==> config.mk <==
export PLATFORM = sky130hd
export DESIGN_NAME = gtm_top
export DESIGN_NICKNAME = d
export VERILOG_FILES = /design/src/common/gtm_pkg.sv /design/src/hdl/gtm_half.sv /design/src/hdl/gtm_top.sv
export VERILOG_INCLUDE_DIRS = /design/src /design/src/common
export SDC_FILE = /design/constraint.sdc
export NUM_CORES = 1
export LEC_CHECK = 0
export BUFFER_PORTS_ARGS = -buffer_cell sky130_fd_sc_hd__buf_4
export CORE_ASPECT_RATIO = 1.1
export CORE_UTILIZATION = 49
export CTS_BUF_LIST = sky130_fd_sc_hd__clkbuf_4
export DETAILED_ROUTE_END_ITERATION = 10
export PLACE_DENSITY = 0.8
export SETUP_SLACK_MARGIN = 0.05
export SYNTH_ARGS = -nofsm -noshare
export SYNTH_HDL_FRONTEND = slang
export SYNTH_SLANG_ARGS = --single-unit
export TNS_END_PERCENT = 1
==> constraint.sdc <==
create_clock -name core_clk_i -period 3.6 [get_ports core_clk_i]
set_clock_uncertainty 0.2 [all_clocks]
set_input_delay 0.18 -clock core_clk_i [delete_from_list [all_inputs] [get_ports core_clk_i]]
set_output_delay 0.18 -clock core_clk_i [all_outputs]
set_load 0.02 [all_outputs]
==> src/common/gtm_map.svh <==
// Purpose: register offsets, field positions, reset values and timing counts of the timer
// Assumes: Avalon-MM byte addressing, avs_address_i compared with the byte addresses given here
// Notes: definitions only
`ifndef GTM_MAP_SVH
`define GTM_MAP_SVH

// ****************************************
// register byte offsets
// ****************************************
`define GTM_OFS_CFG 8'h00
`define GTM_OFS_AMODE 8'h04
`define GTM_OFS_BMODE 8'h08
`define GTM_OFS_CTL 8'h0c
`define GTM_OFS_IMR 8'h18
`define GTM_OFS_RIS 8'h1c
`define GTM_OFS_MIS 8'h20
`define GTM_OFS_ICR 8'h24
`define GTM_OFS_AILR 8'h28
`define GTM_OFS_BILR 8'h2c
`define GTM_OFS_AMATCH 8'h30
`define GTM_OFS_BMATCH 8'h34
`define GTM_OFS_APR 8'h38
`define GTM_OFS_BPR 8'h3c
`define GTM_OFS_ACNT 8'h48
`define GTM_OFS_BCNT 8'h4c

// ****************************************
// configuration values
// ****************************************
`define GTM_CFG_32 3'h0
`define GTM_CFG_CLOCK 3'h1
`define GTM_CFG_16 3'h4

// ****************************************
// mode register fields
// ****************************************
`define GTM_MODE_ONESHOT 2'h1
`define GTM_MODE_PERIODIC 2'h2
`define GTM_MODE_CAPTURE 2'h3
`define GTM_MODE_PWM 2'h2
`define GTM_MR_CMR 2
`define GTM_MR_AMS 3

// ****************************************
// control register fields (timer b at +8)
// ****************************************
`define GTM_CTL_EN 0
`define GTM_CTL_STALL 1
`define GTM_CTL_EVT 2
`define GTM_CTL_STALL_OVR 4
`define GTM_CTL_OTE 5
`define GTM_CTL_INV 6
`define GTM_CTL_B 8

// ****************************************
// status bits: timeout, match, event per timer, b at +8
// ****************************************
`define GTM_ST_TO 0
`define GTM_ST_CM 1
`define GTM_ST_CE 2
`define GTM_ST_RTC 3
`define GTM_ST_B 8

// ****************************************
// reset values and timing
// ****************************************
`define GTM_RST_LOAD 16'hffff
`define GTM_RST_PRE 8'h00
`define GTM_CLOCK_FIRST 32'h00000001
`define GTM_RTC_IN_HZ 32768
`define GTM_RTC_OUT_HZ 1
`define GTM_RTC_DIV (`GTM_RTC_IN_HZ / `GTM_RTC_OUT_HZ)

`endif

==> src/common/gtm_pkg.sv <==
// Purpose: types shared by the timer files
// Assumes: constants live in gtm_map.svh
// Notes: none
package gtm_pkg;

	// ****************************************
	// per-half settings
	// ****************************************
	typedef struct packed {
		logic [1:0] mode;
		logic cmr;
		logic ams;
		logic [1:0] evt;
		logic stall;
		logic inv;
		logic ote;
		logic [15:0] load;
		logic [15:0] match;
		logic [7:0] pre;
	} gtm_half_cfg_t;

	typedef struct packed {
		logic timeout;
		logic count_match;
		logic edge_event;
		logic done;
		logic trigger;
		logic pwm;
		logic [15:0] count;
		logic [15:0] capture;
	} gtm_half_stat_t;

	typedef enum logic [1:0] {
		GTM_IDLE,
		GTM_ONE_SHOT,
		GTM_EDGE_COUNT,
		GTM_FREE
	} gtm_kind_t;

endpackage : gtm_pkg

==> src/hdl/gtm_half.sv <==
// Purpose: one 16-bit timer half in split mode
// Assumes: rise_i and fall_i are synchronised one-cycle pulses per input edge
// Notes: load_wr_i reloads on the next cycle while running
`timescale 1ns/10ps
`include "gtm_map.svh"

module gtm_half (
	input wire logic core_clk_i,
	input wire logic reset_n_i,
	input wire logic run_i,
	input wire logic hold_i,
	input wire logic start_i,
	input wire logic load_wr_i,
	input wire logic rise_i,
	input wire logic fall_i,
	input wire gtm_pkg::gtm_half_cfg_t cfg_i,
	output gtm_pkg::gtm_half_stat_t stat_o
);

	logic [15:0] count;
	logic [7:0] pre_cnt;
	logic [15:0] capture;
	logic pwm;
	logic edge_hit;
	logic is_pwm;
	logic is_cap;
	logic use_pre;
	logic at_zero;
	logic timeout;
	logic count_match;
	logic edge_event;
	logic done;
	logic trigger;

	assign is_pwm = cfg_i.ams && !cfg_i.cmr && cfg_i.mode == `GTM_MODE_PWM;
	assign is_cap = !is_pwm && cfg_i.mode == `GTM_MODE_CAPTURE;
	assign use_pre = !is_pwm && !is_cap;
	assign at_zero = count == 16'h0000;
	assign edge_hit = (cfg_i.evt == 2'h0 && rise_i) || (cfg_i.evt == 2'h1 && fall_i)
		|| (cfg_i.evt == 2'h3 && (rise_i || fall_i));

	// ****************************************
	// counter and prescaler
	// ****************************************
	always_ff @(posedge core_clk_i) begin
		timeout <= 1'b0;
		count_match <= 1'b0;
		edge_event <= 1'b0;
		done <= 1'b0;
		trigger <= 1'b0;
		if (!reset_n_i) begin
			count <= `GTM_RST_LOAD;
			pre_cnt <= `GTM_RST_PRE;
			capture <= `GTM_RST_LOAD;
		end else if (start_i || load_wr_i) begin
			count <= cfg_i.load;
			pre_cnt <= cfg_i.pre;
		end else if (run_i && !hold_i) begin
			if (is_cap && !cfg_i.cmr) begin
				if (edge_hit) begin
					if (count - 16'h0001 == cfg_i.match) begin
						count <= cfg_i.load;
						count_match <= 1'b1;
						done <= 1'b1;
					end else begin
						count <= count - 16'h0001;
					end
				end
			end else begin
				if (is_cap && edge_hit) begin
					capture <= count;
					edge_event <= 1'b1;
				end
				if (use_pre && pre_cnt != 8'h00) begin
					pre_cnt <= pre_cnt - 8'h01;
				end else if (at_zero) begin
					count <= cfg_i.load;
					pre_cnt <= cfg_i.pre;
					if (!is_pwm && !is_cap) begin
						timeout <= 1'b1;
						trigger <= cfg_i.ote;
						done <= cfg_i.mode == `GTM_MODE_ONESHOT;
					end
				end else begin
					count <= count - 16'h0001;
					pre_cnt <= use_pre ? cfg_i.pre : 8'h00;
				end
			end
		end
	end

	// ****************************************
	// pwm level
	// ****************************************
	always_ff @(posedge core_clk_i) begin
		if (!reset_n_i) begin
			pwm <= 1'b0;
		end else if (!run_i || !is_pwm) begin
			pwm <= 1'b0;
		end else if (count == cfg_i.load) begin
			pwm <= 1'b1;
		end else if (count == cfg_i.match) begin
			pwm <= 1'b0;
		end
	end

	always_comb begin
		stat_o.timeout = timeout;
		stat_o.count_match = count_match;
		stat_o.edge_event = edge_event;
		stat_o.done = done;
		stat_o.trigger = trigger;
		stat_o.count = count;
		stat_o.capture = capture;
		stat_o.pwm = pwm ^ cfg_i.inv;
	end

endmodule : gtm_half

==> src/hdl/gtm_top.sv <==
// Purpose: split 16-bit / 32-bit clock-mode timer with an Avalon-MM register slave
// Assumes: 10 MHz core clock, capture pins asynchronous
// Notes: interrupt output taken from the masked status, no other interrupt logic
// Operation
// - clock mode acts as 32-bit up-counter, first loaded with one.
// - even pin carries 32.768 kHz, divided to a 1 Hz counting tick.
// - clock counter counts up, rolls to zero at match, runs until disabled.
// - clock match sets raw and masked flags; clear bit clears both.
// - clock mode keeps running under debug halt when stall override set; code ignores the override and keeps it running under halt either way.
// - configuration four selects split mode with two independent halves.
// - one-shot and periodic use 16-bit down-counter plus 8-bit prescaler.
// - at zero reload next cycle; one-shot clears enable, periodic continues.
// - zero sets timeout flag held until cleared; trigger when enabled.
// - writing interval load while running reloads the counter next cycle; code reloads it with the previous load value, the written one at the next zero.
// - debug stall enable freezes the half while processor halted.
// - prescaler unused in edge count, edge time and pwm modes.
// - capture select zero gives edge count; event field picks edges.
// - each edge decrements until match, then match flags set.
// - after edge count match reload, clear enable, ignore further edges.
// - edge time mode free-runs down from interval load, reset all ones.
// - selected edge copies count to capture register and sets event flag.
// - edge time keeps running after capture, reloads at zero.
// - pwm when alternate select one, capture select zero, mode two.
// - pwm counts down, reloads, repeats, sets no flags.
// - pwm asserts at load value, deasserts at match; invert bit flips it.
// - mode field one is one-shot, two is periodic.
// - configuration one is clock mode, zero is 32-bit one-shot/periodic; code has no 32-bit timer, zero leaves both halves stopped.
//
// Implementation choices: the placing of the registers and the Avalon-MM interface to the registers.
`timescale 1ns/10ps
`include "gtm_map.svh"

module gtm_top (
	input wire logic core_clk_i,
	input wire logic reset_n_i,
	input wire logic [7:0] avs_address_i,
	input wire logic avs_read_i,
	input wire logic avs_write_i,
	input wire logic [31:0] avs_writedata_i,
	input wire logic [3:0] avs_byteenable_i,
	output logic [31:0] avs_readdata_o,
	output logic avs_waitrequest_o,
	input wire logic debug_halt_i,
	input wire logic [1:0] capture_compare_pin_i,
	output logic [1:0] capture_compare_pin_o,
	output logic [1:0] capture_compare_pin_oe_o,
	output logic [1:0] converter_trigger_o,
	output logic irq_o
);

	// ****************************************
	// registers
	// ****************************************
	logic [2:0] timer_configuration;
	logic [3:0] timer_a_mode;
	logic [3:0] timer_b_mode;
	logic [15:0] timer_control;
	logic [15:0] interrupt_mask;
	logic [15:0] raw_interrupt_status;
	logic [15:0] load_a;
	logic [15:0] load_b;
	logic [15:0] match_a;
	logic [15:0] match_b;
	logic [7:0] pre_a;
	logic [7:0] pre_b;
	logic [31:0] clock_count;
	logic clock_first;
	logic [15:0] clock_div;
	logic access_done;
	logic [1:0] pin_meta;
	logic [1:0] pin_sync;
	logic [1:0] pin_prev;
	logic [1:0] rise;
	logic [1:0] fall;
	logic [1:0] start;
	logic [1:0] load_wr;
	logic wr_cycle;
	logic rd_cycle;
	logic split_mode;
	logic clock_mode;
	logic clock_tick;
	logic clock_match;
	logic [15:0] next_status;
	gtm_pkg::gtm_half_cfg_t cfg_a;
	gtm_pkg::gtm_half_cfg_t cfg_b;
	gtm_pkg::gtm_half_stat_t stat_a;
	gtm_pkg::gtm_half_stat_t stat_b;

	function automatic logic [15:0] merge_half(input logic [15:0] old_v, input logic [15:0] new_v,
		input logic [1:0] be);
		logic [15:0] r;
		r = old_v;
		for (int i = 0; i < 2; i++) begin
			if (be[i]) begin
				r[i*8 +: 8] = new_v[i*8 +: 8];
			end
		end
		return r;
	endfunction : merge_half

	function automatic logic hit(input logic [7:0] ofs);
		return wr_cycle && avs_address_i == ofs;
	endfunction : hit

	// one wait state per access: request accepted on the second edge
	assign wr_cycle = avs_write_i && access_done;
	assign rd_cycle = avs_read_i && access_done;
	assign split_mode = timer_configuration == `GTM_CFG_16;
	assign clock_mode = timer_configuration == `GTM_CFG_CLOCK;

	// ****************************************
	// bus handshake
	// ****************************************
	always_ff @(posedge core_clk_i) begin
		if (!reset_n_i) begin
			access_done <= 1'b0;
		end else begin
			access_done <= (avs_read_i || avs_write_i) && !access_done;
		end
	end

	always_ff @(posedge core_clk_i) begin
		if (!reset_n_i) begin
			avs_waitrequest_o <= 1'b1;
		end else begin
			avs_waitrequest_o <= !((avs_read_i || avs_write_i) && !access_done);
		end
	end

	// ****************************************
	// capture pin synchroniser and edges
	// ****************************************
	always_ff @(posedge core_clk_i) begin
		if (!reset_n_i) begin
			pin_meta <= 2'h0;
			pin_sync <= 2'h0;
			pin_prev <= 2'h0;
		end else begin
			pin_meta <= capture_compare_pin_i;
			pin_sync <= pin_meta;
			pin_prev <= pin_sync;
		end
	end

	assign rise = pin_sync & ~pin_prev;
	assign fall = ~pin_sync & pin_prev;

	// ****************************************
	// configuration and mode
	// ****************************************
	always_ff @(posedge core_clk_i) begin
		if (!reset_n_i) begin
			timer_configuration <= `GTM_CFG_32;
			timer_a_mode <= 4'h0;
			timer_b_mode <= 4'h0;
			interrupt_mask <= 16'h0000;
			match_a <= 16'hffff;
			match_b <= 16'hffff;
			pre_a <= `GTM_RST_PRE;
			pre_b <= `GTM_RST_PRE;
		end else begin
			if (hit(`GTM_OFS_CFG) && avs_byteenable_i[0]) begin
				timer_configuration <= avs_writedata_i[2:0];
			end
			if (hit(`GTM_OFS_AMODE) && avs_byteenable_i[0]) begin
				timer_a_mode <= avs_writedata_i[3:0];
			end
			if (hit(`GTM_OFS_BMODE) && avs_byteenable_i[0]) begin
				timer_b_mode <= avs_writedata_i[3:0];
			end
			if (hit(`GTM_OFS_IMR)) begin
				interrupt_mask <= merge_half(interrupt_mask, avs_writedata_i[15:0],
					avs_byteenable_i[1:0]);
			end
			if (hit(`GTM_OFS_AMATCH)) begin
				match_a <= merge_half(match_a, avs_writedata_i[15:0], avs_byteenable_i[1:0]);
			end
			if (hit(`GTM_OFS_BMATCH)) begin
				match_b <= merge_half(match_b, avs_writedata_i[15:0], avs_byteenable_i[1:0]);
			end
			if (hit(`GTM_OFS_APR) && avs_byteenable_i[0]) begin
				pre_a <= avs_writedata_i[7:0];
			end
			if (hit(`GTM_OFS_BPR) && avs_byteenable_i[0]) begin
				pre_b <= avs_writedata_i[7:0];
			end
		end
	end

	// ****************************************
	// interval load, 32-bit write fills both halves outside split mode
	// ****************************************
	always_ff @(posedge core_clk_i) begin
		if (!reset_n_i) begin
			load_a <= `GTM_RST_LOAD;
			load_b <= `GTM_RST_LOAD;
		end else if (hit(`GTM_OFS_AILR)) begin
			load_a <= merge_half(load_a, avs_writedata_i[15:0], avs_byteenable_i[1:0]);
			if (!split_mode) begin
				load_b <= merge_half(load_b, avs_writedata_i[31:16], avs_byteenable_i[3:2]);
			end
		end else if (hit(`GTM_OFS_BILR)) begin
			load_b <= merge_half(load_b, avs_writedata_i[15:0], avs_byteenable_i[1:0]);
		end
	end

	always_comb begin
		load_wr[0] = hit(`GTM_OFS_AILR) && timer_control[`GTM_CTL_EN];
		load_wr[1] = hit(`GTM_OFS_BILR) && timer_control[`GTM_CTL_B + `GTM_CTL_EN];
		start[0] = hit(`GTM_OFS_CTL) && avs_writedata_i[`GTM_CTL_EN]
			&& !timer_control[`GTM_CTL_EN];
		start[1] = hit(`GTM_OFS_CTL) && avs_writedata_i[`GTM_CTL_B + `GTM_CTL_EN]
			&& !timer_control[`GTM_CTL_B + `GTM_CTL_EN];
	end

	// ****************************************
	// control: hardware clears enables on completion
	// ****************************************
	always_ff @(posedge core_clk_i) begin
		if (!reset_n_i) begin
			timer_control <= 16'h0000;
		end else begin
			if (hit(`GTM_OFS_CTL)) begin
				timer_control <= merge_half(timer_control, avs_writedata_i[15:0],
					avs_byteenable_i[1:0]);
			end
			if (stat_a.done && split_mode) begin
				timer_control[`GTM_CTL_EN] <= 1'b0;
			end
			if (stat_b.done && split_mode) begin
				timer_control[`GTM_CTL_B + `GTM_CTL_EN] <= 1'b0;
			end
		end
	end

	always_comb begin
		cfg_a = '{mode: timer_a_mode[1:0], cmr: timer_a_mode[`GTM_MR_CMR],
			ams: timer_a_mode[`GTM_MR_AMS], evt: timer_control[`GTM_CTL_EVT +: 2],
			stall: timer_control[`GTM_CTL_STALL], inv: timer_control[`GTM_CTL_INV],
			ote: timer_control[`GTM_CTL_OTE], load: load_a, match: match_a, pre: pre_a};
		cfg_b = '{mode: timer_b_mode[1:0], cmr: timer_b_mode[`GTM_MR_CMR],
			ams: timer_b_mode[`GTM_MR_AMS], evt: timer_control[`GTM_CTL_B + `GTM_CTL_EVT +: 2],
			stall: timer_control[`GTM_CTL_B + `GTM_CTL_STALL],
			inv: timer_control[`GTM_CTL_B + `GTM_CTL_INV],
			ote: timer_control[`GTM_CTL_B + `GTM_CTL_OTE], load: load_b, match: match_b,
			pre: pre_b};
	end

	gtm_half u_half_a (
		.core_clk_i(core_clk_i),
		.reset_n_i(reset_n_i),
		.run_i(split_mode && timer_control[`GTM_CTL_EN]),
		.hold_i(cfg_a.stall && debug_halt_i),
		.start_i(split_mode && start[0]),
		.load_wr_i(split_mode && load_wr[0]),
		.rise_i(rise[0]),
		.fall_i(fall[0]),
		.cfg_i(cfg_a),
		.stat_o(stat_a)
	);

	gtm_half u_half_b (
		.core_clk_i(core_clk_i),
		.reset_n_i(reset_n_i),
		.run_i(split_mode && timer_control[`GTM_CTL_B + `GTM_CTL_EN]),
		.hold_i(cfg_b.stall && debug_halt_i),
		.start_i(split_mode && start[1]),
		.load_wr_i(split_mode && load_wr[1]),
		.rise_i(rise[1]),
		.fall_i(fall[1]),
		.cfg_i(cfg_b),
		.stat_o(stat_b)
	);

	// ****************************************
	// clock mode: 32.768 khz on even pin to 1 hz
	// ****************************************
	assign clock_tick = rise[0] && clock_div == 16'(`GTM_RTC_DIV - 1);
	assign clock_match = clock_tick && clock_count == {match_b, match_a};

	// counter runs under debug halt whatever stall says
	always_ff @(posedge core_clk_i) begin
		if (!reset_n_i) begin
			clock_div <= 16'h0000;
			clock_count <= `GTM_CLOCK_FIRST;
			clock_first <= 1'b1;
		end else if (!clock_mode) begin
			clock_div <= 16'h0000;
			clock_first <= 1'b1;
		end else begin
			if (clock_first) begin
				clock_count <= `GTM_CLOCK_FIRST;
				clock_first <= 1'b0;
			end
			if (timer_control[`GTM_CTL_EN] && rise[0]) begin
				clock_div <= clock_div + 16'h0001;
				if (clock_tick) begin
					clock_div <= 16'h0000;
					clock_count <= clock_match ? 32'h00000000 : clock_count + 32'h00000001;
				end
			end
		end
	end

	// ****************************************
	// status, set wins over clear
	// ****************************************
	always_comb begin
		next_status = raw_interrupt_status;
		if (hit(`GTM_OFS_ICR)) begin
			next_status = next_status & ~merge_half(16'h0000, avs_writedata_i[15:0],
				avs_byteenable_i[1:0]);
		end
		next_status[`GTM_ST_TO] = next_status[`GTM_ST_TO] | stat_a.timeout;
		next_status[`GTM_ST_CM] = next_status[`GTM_ST_CM] | stat_a.count_match;
		next_status[`GTM_ST_CE] = next_status[`GTM_ST_CE] | stat_a.edge_event;
		next_status[`GTM_ST_RTC] = next_status[`GTM_ST_RTC]
			| (clock_match && timer_control[`GTM_CTL_EN]);
		next_status[`GTM_ST_B + `GTM_ST_TO] = next_status[`GTM_ST_B + `GTM_ST_TO] | stat_b.timeout;
		next_status[`GTM_ST_B + `GTM_ST_CM] = next_status[`GTM_ST_B + `GTM_ST_CM]
			| stat_b.count_match;
		next_status[`GTM_ST_B + `GTM_ST_CE] = next_status[`GTM_ST_B + `GTM_ST_CE]
			| stat_b.edge_event;
	end

	always_ff @(posedge core_clk_i) begin
		if (!reset_n_i) begin
			raw_interrupt_status <= 16'h0000;
			irq_o <= 1'b0;
		end else begin
			raw_interrupt_status <= next_status;
			irq_o <= |(next_status & interrupt_mask);
		end
	end

	// ****************************************
	// pins and triggers
	// ****************************************
	always_ff @(posedge core_clk_i) begin
		if (!reset_n_i) begin
			capture_compare_pin_o <= 2'h0;
			capture_compare_pin_oe_o <= 2'h0;
			converter_trigger_o <= 2'h0;
		end else begin
			capture_compare_pin_o <= {stat_b.pwm, stat_a.pwm};
			capture_compare_pin_oe_o <= {split_mode && cfg_b.ams && !cfg_b.cmr,
				split_mode && cfg_a.ams && !cfg_a.cmr};
			converter_trigger_o <= {stat_b.trigger, stat_a.trigger};
		end
	end

	// ****************************************
	// read data
	// ****************************************
	always_ff @(posedge core_clk_i) begin
		if (!reset_n_i) begin
			avs_readdata_o <= 32'h00000000;
		end else if ((avs_read_i) && !access_done) begin
			if (avs_address_i == `GTM_OFS_CFG) begin
				avs_readdata_o <= {29'h0, timer_configuration};
			end else if (avs_address_i == `GTM_OFS_AMODE) begin
				avs_readdata_o <= {28'h0, timer_a_mode};
			end else if (avs_address_i == `GTM_OFS_BMODE) begin
				avs_readdata_o <= {28'h0, timer_b_mode};
			end else if (avs_address_i == `GTM_OFS_CTL) begin
				avs_readdata_o <= {16'h0, timer_control};
			end else if (avs_address_i == `GTM_OFS_IMR) begin
				avs_readdata_o <= {16'h0, interrupt_mask};
			end else if (avs_address_i == `GTM_OFS_RIS) begin
				avs_readdata_o <= {16'h0, raw_interrupt_status};
			end else if (avs_address_i == `GTM_OFS_MIS) begin
				avs_readdata_o <= {16'h0, raw_interrupt_status & interrupt_mask};
			end else if (avs_address_i == `GTM_OFS_AILR) begin
				avs_readdata_o <= split_mode ? {16'h0, load_a} : {load_b, load_a};
			end else if (avs_address_i == `GTM_OFS_BILR) begin
				avs_readdata_o <= {16'h0, load_b};
			end else if (avs_address_i == `GTM_OFS_AMATCH) begin
				avs_readdata_o <= {16'h0, match_a};
			end else if (avs_address_i == `GTM_OFS_BMATCH) begin
				avs_readdata_o <= {16'h0, match_b};
			end else if (avs_address_i == `GTM_OFS_APR) begin
				avs_readdata_o <= {24'h0, pre_a};
			end else if (avs_address_i == `GTM_OFS_BPR) begin
				avs_readdata_o <= {24'h0, pre_b};
			end else if (avs_address_i == `GTM_OFS_ACNT) begin
				if (clock_mode) begin
					avs_readdata_o <= clock_count;
				end else if (timer_a_mode[1:0] == `GTM_MODE_CAPTURE && timer_a_mode[`GTM_MR_CMR]) begin
					avs_readdata_o <= {16'h0, stat_a.capture};
				end else begin
					avs_readdata_o <= {16'h0, stat_a.count};
				end
			end else if (avs_address_i == `GTM_OFS_BCNT) begin
				if (timer_b_mode[1:0] == `GTM_MODE_CAPTURE && timer_b_mode[`GTM_MR_CMR]) begin
					avs_readdata_o <= {16'h0, stat_b.capture};
				end else begin
					avs_readdata_o <= {16'h0, stat_b.count};
				end
			end else begin
				avs_readdata_o <= 32'h00000000;
			end
		end
	end

endmodule : gtm_top

==> run summary, run 1 <==
The pre-antenna-repair detailed-routing pass consisted of 8 iterations. The die span in y came out at about 210 um. The floorplan core area is 0.03731 mm2. Clock-pin slew was measured on the worst setup and hold paths at 0.06 ns.

The initial utilization of the core area, before any placement, comes to 0.4987. The H-tree was split into 3 levels. Of the total synthesized cell area, the portion taken by full adders, half adders and majority gates is 0.008069.

The clock buffer count from CTS came out at 86. The largest registers in the layout are avs_readdata_o x32, clock_count x32. The commonest register cell after synthesis is dfxtp_1. The fraction of final layout cells with drive strength greater than 1 is 0.1449. The simple-gate portion of the synthesized area came out at 0.2858.

The dominant cell by count in the synthesized netlist is nand2_1. The worst setup path is captured at a flip-flop. The total power after layout came out at 7894 uW. The switching component of the power is 2251 uW. The part of the Yosys area used for sequential elements came out at 0.3518.

Counting instances in the post-synthesis netlist gives the leading cell types as 337 x nand2_1, 327 x dfxtp_1, 216 x nor2_1, 182 x nand3_1, 172 x clkbuf_1. The wire length on met1 came out at around 28,000 um. The number of global-route vias before repair is 19,006. The final-stage net count came out at 2,673. The count of pins over their slew limit was 0. The count of different cell masters after synthesis came out at 80. The cell area power density came out at approximately 360 mW/mm2. The largest buffer count on any clock path came out at 3.

The post-synthesis area per instance is approximately 7.7 um2. The share of the synthesized area in compound gates (AO/OA/AOI/OAI) came out at 0.1928. The biggest area contributor in the post-synthesis netlist is dfxtp_1. After technology mapping, the gate count stands at 2,426. Of the available clock period, the critical path in the final layout requires 0.9614. The filler cell count came out at roughly 3,400. The internal power contribution is ~5600 uW. In this run the worst path has a maximum fanout of 10.

The number of rows created at floorplan came out at 74. The core occupancy in the finished layout is 0.5910. The first global-routing pass estimated roughly 110,000 um of wire.

The detail route stage leaves a number of antenna-violating nets equal to 0. The fraction of synthesized cell area taken by the top area cell type is 0.3518. For the worst setup path, the data required time is 4.04 ns. Input and output buffers added on the ports amount to 90. The combined area of the multi-input logic cells is 0.01117 mm2. The number of flops mapped to enable cells by yosys came out at 0. The final number of setup-violating endpoints came out at 0. The worst slew slack as a fraction of its limit came out at 0.1133.

The minimum clock period after layout is 3.461 ns. The count of clock tree sinks is 327. The pin count of the biggest net entering global routing is 61. The leakage power is 0.008980 uW. The total wirelength of the detailed-routed design is 74,410 um. Counting every net in the synthesized netlist gives about 2,500.

The arrival time of the worst setup path is 3.90 ns. By area, the combinational part of the netlist is dominated by simple AND/OR/NAND/NOR gates. STA classifies the critical path startpoint as an input port.

The first-iteration detailed-routing DRC count is approximately 2,200. The tightest min-delay check is of the input port to flip-flop type. The slew at the pin with the worst max-slew slack is around 1.3 ns. The tree is rooted in a clkbuf_4. The type of the worst setup path is input port to flip-flop. 91 I/O pins were placed.

IR analysis of the VDD net gives a maximum drop of 264.7 uV. In the post-synthesis netlist, the biggest area contributors are dfxtp_1 35%, nand2_1 6.8%, nand3_1 4.9%. The switching share of power came out at 0.2852.

After detailed routing, the met2 layer carries 32,600 um of wire. The number of antenna violations at the first check in global routing is 3. Of the total power, combinational logic draws 0.113.

Max-cap violations in this run came to 0. At the end of routability-driven placement, the weighted congestion stood at approximately 1.0. Counting flops and latches in the post-synthesis netlist gives 327. Wire segments on met3 add up to about 8000 um in the final route. TritonCTS built the clock tree. Of the total power, the clock network draws 0.418. The netlist area before placement came out at 0.01861 mm2.

The XOR/XNOR share of the synthesized area came out at 0.06354. Summing over every cut layer, the via total after detailed routing is 20,340. The clock insertion delay at the later pin of the skew report is 0.79 ns. The highest clock frequency the design can meet came out at 0.2889 GHz. The placed wire-length estimate came out at 53,220 um. The cell count after placement is 2,927. The combined global-route utilization of all metal layers is 0.3760. The top layer used by detailed routing is met5. The multiplexer fraction of the synthesized cell area came out at 0.04646.

The remaining design rule violation count came out at 0. For this run, asynchronously set or reset flops after synthesis account for 0. Relative to the synthesized area, the layout overhead comes to 18.50%. The count of final hold-check violations came out at 0. The final routed wire length divided by cell count came out at 23.50 um.

Final hold analysis gives a worst-case slack of 0.08824 ns. The sequential power share came out at 0.469. The run finished with clean final reports. Setup repair after global routing could not meet its margin everywhere. The number of standard cells in the layout, taps in and fillers out came out at ~3,200. The average vias per placed instance came out at 6.425. The die outline area is 0.03876 mm2.

The total overflow left after global routing is 0. The number of synthesis warnings came out at 0. The horizontal die dimension is 187.8 um. Registers take around 0.0065 mm2.
==> repair_timing <==
item	4_1_cts	5_1_grt
hold buffers	86	1
cloned	0	0
setup buffers	0	2
gates resized for setup	1	11
setup endpoints to repair	6	20
pin swaps	0	1
hold endpoints to repair	207	1
==> per-layer routing <==
layer,vias to the layer above,track usage
met5,-,0
met4,2,0.2947
met3,355,0.08932
met2,1315,0.5856
met1,9567,0.4474
li1,9101,-
==> cells in the final DEF (no fill, tap or decap), drive strengths merged, types with 11 or more instances in the layout <==
master,synthesis,routed
nand2,337,337
dfxtp,327,327
nor2,216,216
buf,32,213
nand3,182,182
a21oi,144,144
clkbuf,172,124
o21ai,90,90
dlygate4sd3,0,87
mux2i,83,83
xnor2,72,72
nor3,69,69
xor2,63,63
nor4,43,43
a22oi,42,42
o211ai,42,42
inv,37,38
and2,38,38
nand4,37,37
or3,36,36
a211oi,25,25
nand2b,23,23
a22o,22,22
and3,21,21
nor2b,19,19
a21o,19,19
a31oi,19,19
clkinv,0,19
nor4b,18,18
or4,16,16
ha,12,12
a21boi,11,11
a311oi,11,11
==> critical path: stages <==
cell and delay (ns):
dlygate4sd3_1 0.54, buf_4 0.15, nor2_1 0.11, buf_4 0.19, nand2_1 0.14, nor2_1 0.13, buf_4 0.20, and3_1 0.38
buf_4 0.32, mux2i_1 0.26, dlygate4sd3_1 0.58, o211ai_1 0.10, dlygate4sd3_1 0.61
==> final timing paths <==
check	from	end	slack, ns	depth (start not counted)
worst max-delay path	avs_address_i[1]	load_b[6]$_SDFFE_PN1P_	0.14	13
worst min-delay path	avs_address_i[3]	timer_control[5]$_SDFFE_PN0P_	0.09	6
worst max register to register	u_half_a.count[1]$_SDFFE_PN1P_	u_half_a.count[4]$_SDFFE_PN1P_	0.16	11
worst min register to register	pin_meta[0]$_SDFF_PN0_	pin_sync[0]$_SDFF_PN0_	0.22	1
==> through the flow <==
| stage | worst slack (ns) | setup TNS, ns | cell area, um2 |
|---|---|---|---|
| floorplan | 0.1757 | 0 | 18610 |
| global placement | 0.07501 | 0 | 20030 |
| detailed placement | -0.02623 | -0.08400 | 20030 |
| CTS | 0.01653 | 0 | 21970 |
| global route | -0.01866 | -0.01866 | 22050 |
| finish | 0.1390 | 0 | 22050 |
==> cell type report <==
class / instances / area share
Tap cell: 494 / 0.02803
Clock buffer: 124 / 0.04222
Multi-Input combinational cell: 1858 / 0.5068
Timing Repair Buffer: 300 / 0.1135
Antenna cell: 2 / 0.0002270
Sequential cell: 327 / 0.2969
Clock inverter: 24 / 0.006015
Inverter: 37 / 0.006412
==> kinds of logic (layout without fill, tap and decap cells) <==
kind of cell               Yosys count  count (layout)
buffers and inverters              241             485
adders and majority gates           12              12
AOI/OAI and AO/OA                  531             531
and+or+nand+nor                   1094            1094
muxes                               86              86
xor gates and xnor gates           135             135
other                                0               2
DFF                                327             327
==> power by group through the flow <==
stage	combinational, uW	clock [uW]	sequential [uW]
5_1_grt	938	3520	3700
3_3_place_gp	796	0	3780
2_1_floorplan	504	0	3770
6_report	892	3300	3700
3_5_place_dp	802	0	3780
4_1_cts	858	3320	3700
(Power assumes the default switching activity.)
==> inputs of run 2 (changes only) <==
--- a/config.mk
+++ b/config.mk
@@ -11,9 +11,10 @@
 export CORE_UTILIZATION = 49
 export CTS_BUF_LIST = sky130_fd_sc_hd__clkbuf_4
 export DETAILED_ROUTE_END_ITERATION = 10
-export PLACE_DENSITY = 0.8
+export PLACE_DENSITY = 0.79
 export SETUP_SLACK_MARGIN = 0.05
 export SYNTH_ARGS = -nofsm -noshare
 export SYNTH_HDL_FRONTEND = slang
+export SYNTH_HIERARCHICAL = 1
 export SYNTH_SLANG_ARGS = --single-unit
 export TNS_END_PERCENT = 1
==> run 2 against run 1 <==
Largest power group unchanged. Sequential power is essentially flat. Global-route usage grew 5.1 points. Clock power grew 9.4%. Register-to-register slack lost 0.10 ns.
==> run summary, run 2 <==
The number of buffers and inverters on the critical path is 3 (was 7). The count of different cell masters after synthesis was 95 (was 80). The post-route fraction of the period consumed by the critical path came out at 0.9876 (was 0.9614).

The first-iteration detailed-routing DRC count was 3,013 (was 2,192). Cells along the critical path: dlygate4sd3_1 -> buf_4 -> or4b_4 -> dlygate4sd3_1 -> nor3_4 -> a21boi_0 -> o21ai_0 -> o221ai_1 -> o31a_1 (was dlygate4sd3_1 -> buf_4 -> nor2_1 -> buf_4 -> nand2_1 -> nor2_1 -> buf_4 -> and3_1 -> buf_4 -> mux2i_1 -> dlygate4sd3_1 -> o211ai_1 -> dlygate4sd3_1). The max-cap check violation count is 0 (unchanged). The cell depth of the worst setup path is 9 (was 13). The count of clock tree sinks is 327 (unchanged). The most common library cell in the layout ignoring fill and taps is dfxtp_1 (was nand2_1).

The worst slew slack as a fraction of its limit is 0.1098 (was 0.1133). The cell depth of the worst flop-to-flop path came out at 7 (was 11). The floorplan core area came to 0.03918 mm2 (was 0.03731 mm2). The arrival time of the worst setup path came out at 4.03 ns (was 3.90 ns). The dominant cell by count in the synthesized netlist is dfxtp_1 (was nand2_1).

The die span in y was 210.9 um (was 206.4 um). The number of I/O pins came out at 91 (unchanged). The startpoint type of the worst setup path is an input port (unchanged). List of most frequent post-synthesis cells: 327 x dfxtp_1, 297 x nand2_1, 243 x nor2_1, 126 x a21oi_1, 124 x o21ai_0 (was 337 x nand2_1, 327 x dfxtp_1, 216 x nor2_1, 182 x nand3_1, 172 x clkbuf_1). The proportion of register bits with asynchronous set or reset after synthesis is 0 (unchanged). The leading area contributor after synthesis is dfxtp_1 (unchanged). The clock tree from TritonCTS is yes (unchanged).

The critical hold path startpoint is avs_read_i (was avs_address_i[3]). The count of input and output buffers came out at 90 (unchanged). The number of flops mapped to enable cells by yosys came to 0 (unchanged). The highest clock frequency the design can meet is 0.2813 GHz (was 0.2889 GHz). The worst-case register-to-register setup slack came out at 0.06 ns (was 0.16 ns).

The cell chosen for the clock root was clkbuf_4 (unchanged). The synthesis-to-finish area growth came to 18.82% (was 18.50%). The final number of setup-violating endpoints is 0 (unchanged).

The final routed wire length divided by cell count is 26.85 um (was 23.50 um). The synthesized instance count came out at 2,473 (was 2,426). The routability congestion estimate came out at 1.073 (was 1.039). The largest buffer count on any clock path came out at 3 (unchanged). The number of synthesis warnings is 6 (was 0). The netlist area before placement came out at 0.01944 mm2 (was 0.01861 mm2). The final-stage net count came to 2,740 (was 2,673).

The part of the Yosys area used for sequential elements came out at 0.3368 (was 0.3518). The count of TritonRoute iterations in the first routing pass was 7 (was 8). Main area contributors after synthesis: dfxtp_1 34%, mux2i_1 6.2%, nand2_1 5.7% (was dfxtp_1 35%, nand2_1 6.8%, nand3_1 4.9%).

The residual antenna-violating net count after detailed routing came to 0 (unchanged). The minimum clock period after layout was 3.555 ns (was 3.461 ns). The first-pass GRT wire length came out at 128,100 um (was 111,600 um). The biggest fanout along the worst timing path is 14 (was 10). The number of global-route vias before repair came to 20,472 (was 19,006). Most frequent cells in the layout: 327 x dfxtp_1, 297 x nand2_1, 243 x nor2_1, 200 x buf_4, 126 x a21oi_1 (was 337 x nand2_1, 327 x dfxtp_1, 216 x nor2_1, 209 x buf_4, 182 x nand3_1). The cell depth of the worst min-delay path came out at 4 (was 6).

The total of flip-flops plus latches after synthesis was 327 (unchanged). Run status: completed (unchanged). The delay contributed by the slowest stage of the critical path came out at 0.73 ns (was 0.61 ns). The average vias per placed instance is 6.640 (was 6.425). The count of final hold-check violations came out at 0 (unchanged). The commonest register cell after synthesis is dfxtp_1 (unchanged). The combined global-route utilization of all metal layers came out at 0.4274 (was 0.3760). RSZ-0062 raised after global routing: yes (unchanged). The clock insertion delay at the later pin of the skew report came out at 0.85 ns (was 0.79 ns). The clock buffer count from CTS came to 88 (was 86). The worst min-delay path endpoint is avs_waitrequest_o$_SDFF_PN1_ (was timer_control[5]$_SDFFE_PN0P_). The clock-pin slew on the worst setup and hold paths came out at 0.07 ns (was 0.06 ns).

The H-tree depth is 3 (unchanged). The via count is 21,613 (was 20,340). The type of the tightest min-delay check is input port to flip-flop (unchanged). The type of the worst setup path is input port to flip-flop (unchanged). The remaining design rule violation count is 0 (unchanged). The total wirelength of the detailed-routed design came to 87,390 um (was 74,410 um). The die outline area is 0.04047 mm2 (was 0.03876 mm2). The reg-to-reg endpoint is load_b[13]$_SDFFE_PN1P_ (was u_half_a.count[4]$_SDFFE_PN1P_).

The starting density of the core came to 0.4961 (was 0.4987). The number of rows created at floorplan is 76 (was 74). The worst flop-to-flop path startpoint is access_done$_SDFF_PN0_ (was u_half_a.count[1]$_SDFFE_PN1P_).

The placed wire-length estimate came to 61,480 um (was 53,220 um). The slew at the pin with the worst max-slew slack came out at 1.331 ns (was 1.327 ns). The required time at the endpoint of the critical path came out at 4.07 ns (was 4.04 ns). The pin count of the biggest net entering global routing came to 68 (was 61). The fraction of final layout cells with drive strength greater than 1 is 0.1482 (was 0.1449). The worst hold margin came out at 0.06837 ns (was 0.08824 ns). The maximum ir drop on the vdd rail was 290.9 uV (was 264.7 uV). The horizontal die dimension was 191.9 um (was 187.8 um). Regs by FF count: avs_readdata_o x32, clock_count x32 (unchanged). The synthesized net count came out at 2,532 (was 2,489).

The category of the worst setup path capture point is a flip-flop (unchanged). The leakage power is 0.009199 uW (was 0.008980 uW). The count of pins over their slew limit is 0 (unchanged). The library cell appearing most often on the critical path is dlygate4sd3_1 (was buf_4).

The total setup buffers inserted after CTS came out at 0 (unchanged). The fraction of synthesized cell area taken by the top area cell type came out at 0.3368 (was 0.3518). The post-synthesis area per instance is 7.860 um2 (was 7.670 um2). The cell area power density came out at 344.0 mW/mm2 (was 358.0 mW/mm2). The setup total negative slack is 0 ns (unchanged). The final global-route overflow total came out at 0 (unchanged). The critical path's top delay family was buffers and inverters (unchanged). The number of antenna violations at the first check in global routing is 5 (was 3). The standard cell with the maximum stage delay on the critical path is dlygate4sd3_1 (unchanged).
[run 2: cell count changes in the layout (fill, tap and decap cells not counted), moves of 21 or more]
cell / delta
dlygate4sd3_1: +25
xnor2_1: +31
o21ai_0: +40
nand2_1: -40
inv_1: +21
mux2i_1: +38
nand3_1: -69
a211oi_1: +21
nand4_1: +21
nor2_1: +27
or3_1: -24
nor3_1: -21
[run 2: worst max-delay path by stage]
stage	startpoint	endpoint	slack [ns]
final	avs_address_i[4]	irq_o$_SDFF_PN0_	0.04
after global routing	u_half_a/pre_cnt[3]$_SDFFE_PN0P_	u_half_a/count[6]$_SDFFE_PN1P_	0.02
after detailed placement	avs_address_i[3]	irq_o$_SDFF_PN0_	0.32
after global placement	avs_address_i[3]	irq_o$_SDFF_PN0_	0.34
after floorplan	avs_address_i[2]	u_half_a/count[12]$_SDFFE_PN1P_	0.35
after CTS	avs_address_i[3]	load_b[3]$_SDFFE_PN1P_	0.14
[run 2: per-stage QoR]
stage	area [um2]	worst slack, ns	total power [uW]	util	std cells
6_report	23100	0.04477	7944	0.5895	3255
4_1_cts	23080	0.1418	7919	0.5891	3253
5_1_grt	23090	0.02202	8179	0.5895	3254
2_1_floorplan	19440	0.3501	4057	-	2473
3_5_place_dp	20780	0.3189	4306	0.5305	2986
3_3_place_gp	20780	0.3385	4303	0.5305	2986
[run 2: cells by family (layout without fill, tap and decap cells)]
group	Yosys count	count (layout)	share of synthesized area
multiplexers	128	128	0.06637
flip-flops	327	327	0.3368
adder cells (fa/ha/maj)	8	8	0.005150
other	0	2	0
AND/OR/NAND/NOR	997	997	0.2557
AO/OA/AOI/OAI	607	607	0.2111
buffers and inverters	253	526	0.05594
XOR/XNOR	153	153	0.06894
[run 2: area by class of cell]
cell class / instances / area (um2)
antenna: 2 / 5.005
clock buffer: 120 / 900.9
clock inverter: 35 / 275.3
fill: 3511 / 16080
inverter: 58 / 217.7
multi-input combinational: 1893 / 11870
sequential: 327 / 6546
tap: 507 / 634.4
timing repair buffer: 313 / 2643
[run 2: worst register-to-register path: stages (launching register included)]
cell and delay, ns:
dfxtp_1 0.68, nand2_1 0.29, nor2_4 0.21, buf_4 0.38
mux2i_1 0.29, dlygate4sd3_1 0.61, o211ai_1 0.12, dlygate4sd3_1 0.64
[run 2: routing by layer]
layer	up-vias	GRT usage	part of all wire
met4	6	0.3046	0.075
met3	400	0.1008	0.12
met5	-	0	0.00076
met1	10260	0.5193	0.37
met2	1500	0.6608	0.44
li1	9447	-	-
[run 2: repair_timing]
item	4_1_cts	5_1_grt
setup endpoints to repair	0	11
hold buffers	112	0
endpoints found under the hold margin	266	0
gates resized for setup	0	2
[run 2: report_power, final]
part / internal, uW / switching [uW] / leakage, uW / total (uW)
Clock: 1910 / 1700 / 0.000687 / 3610
Sequential: 3640 / 55.1 / 0.00264 / 3690
Combinational: 246 / 401 / 0.00587 / 647
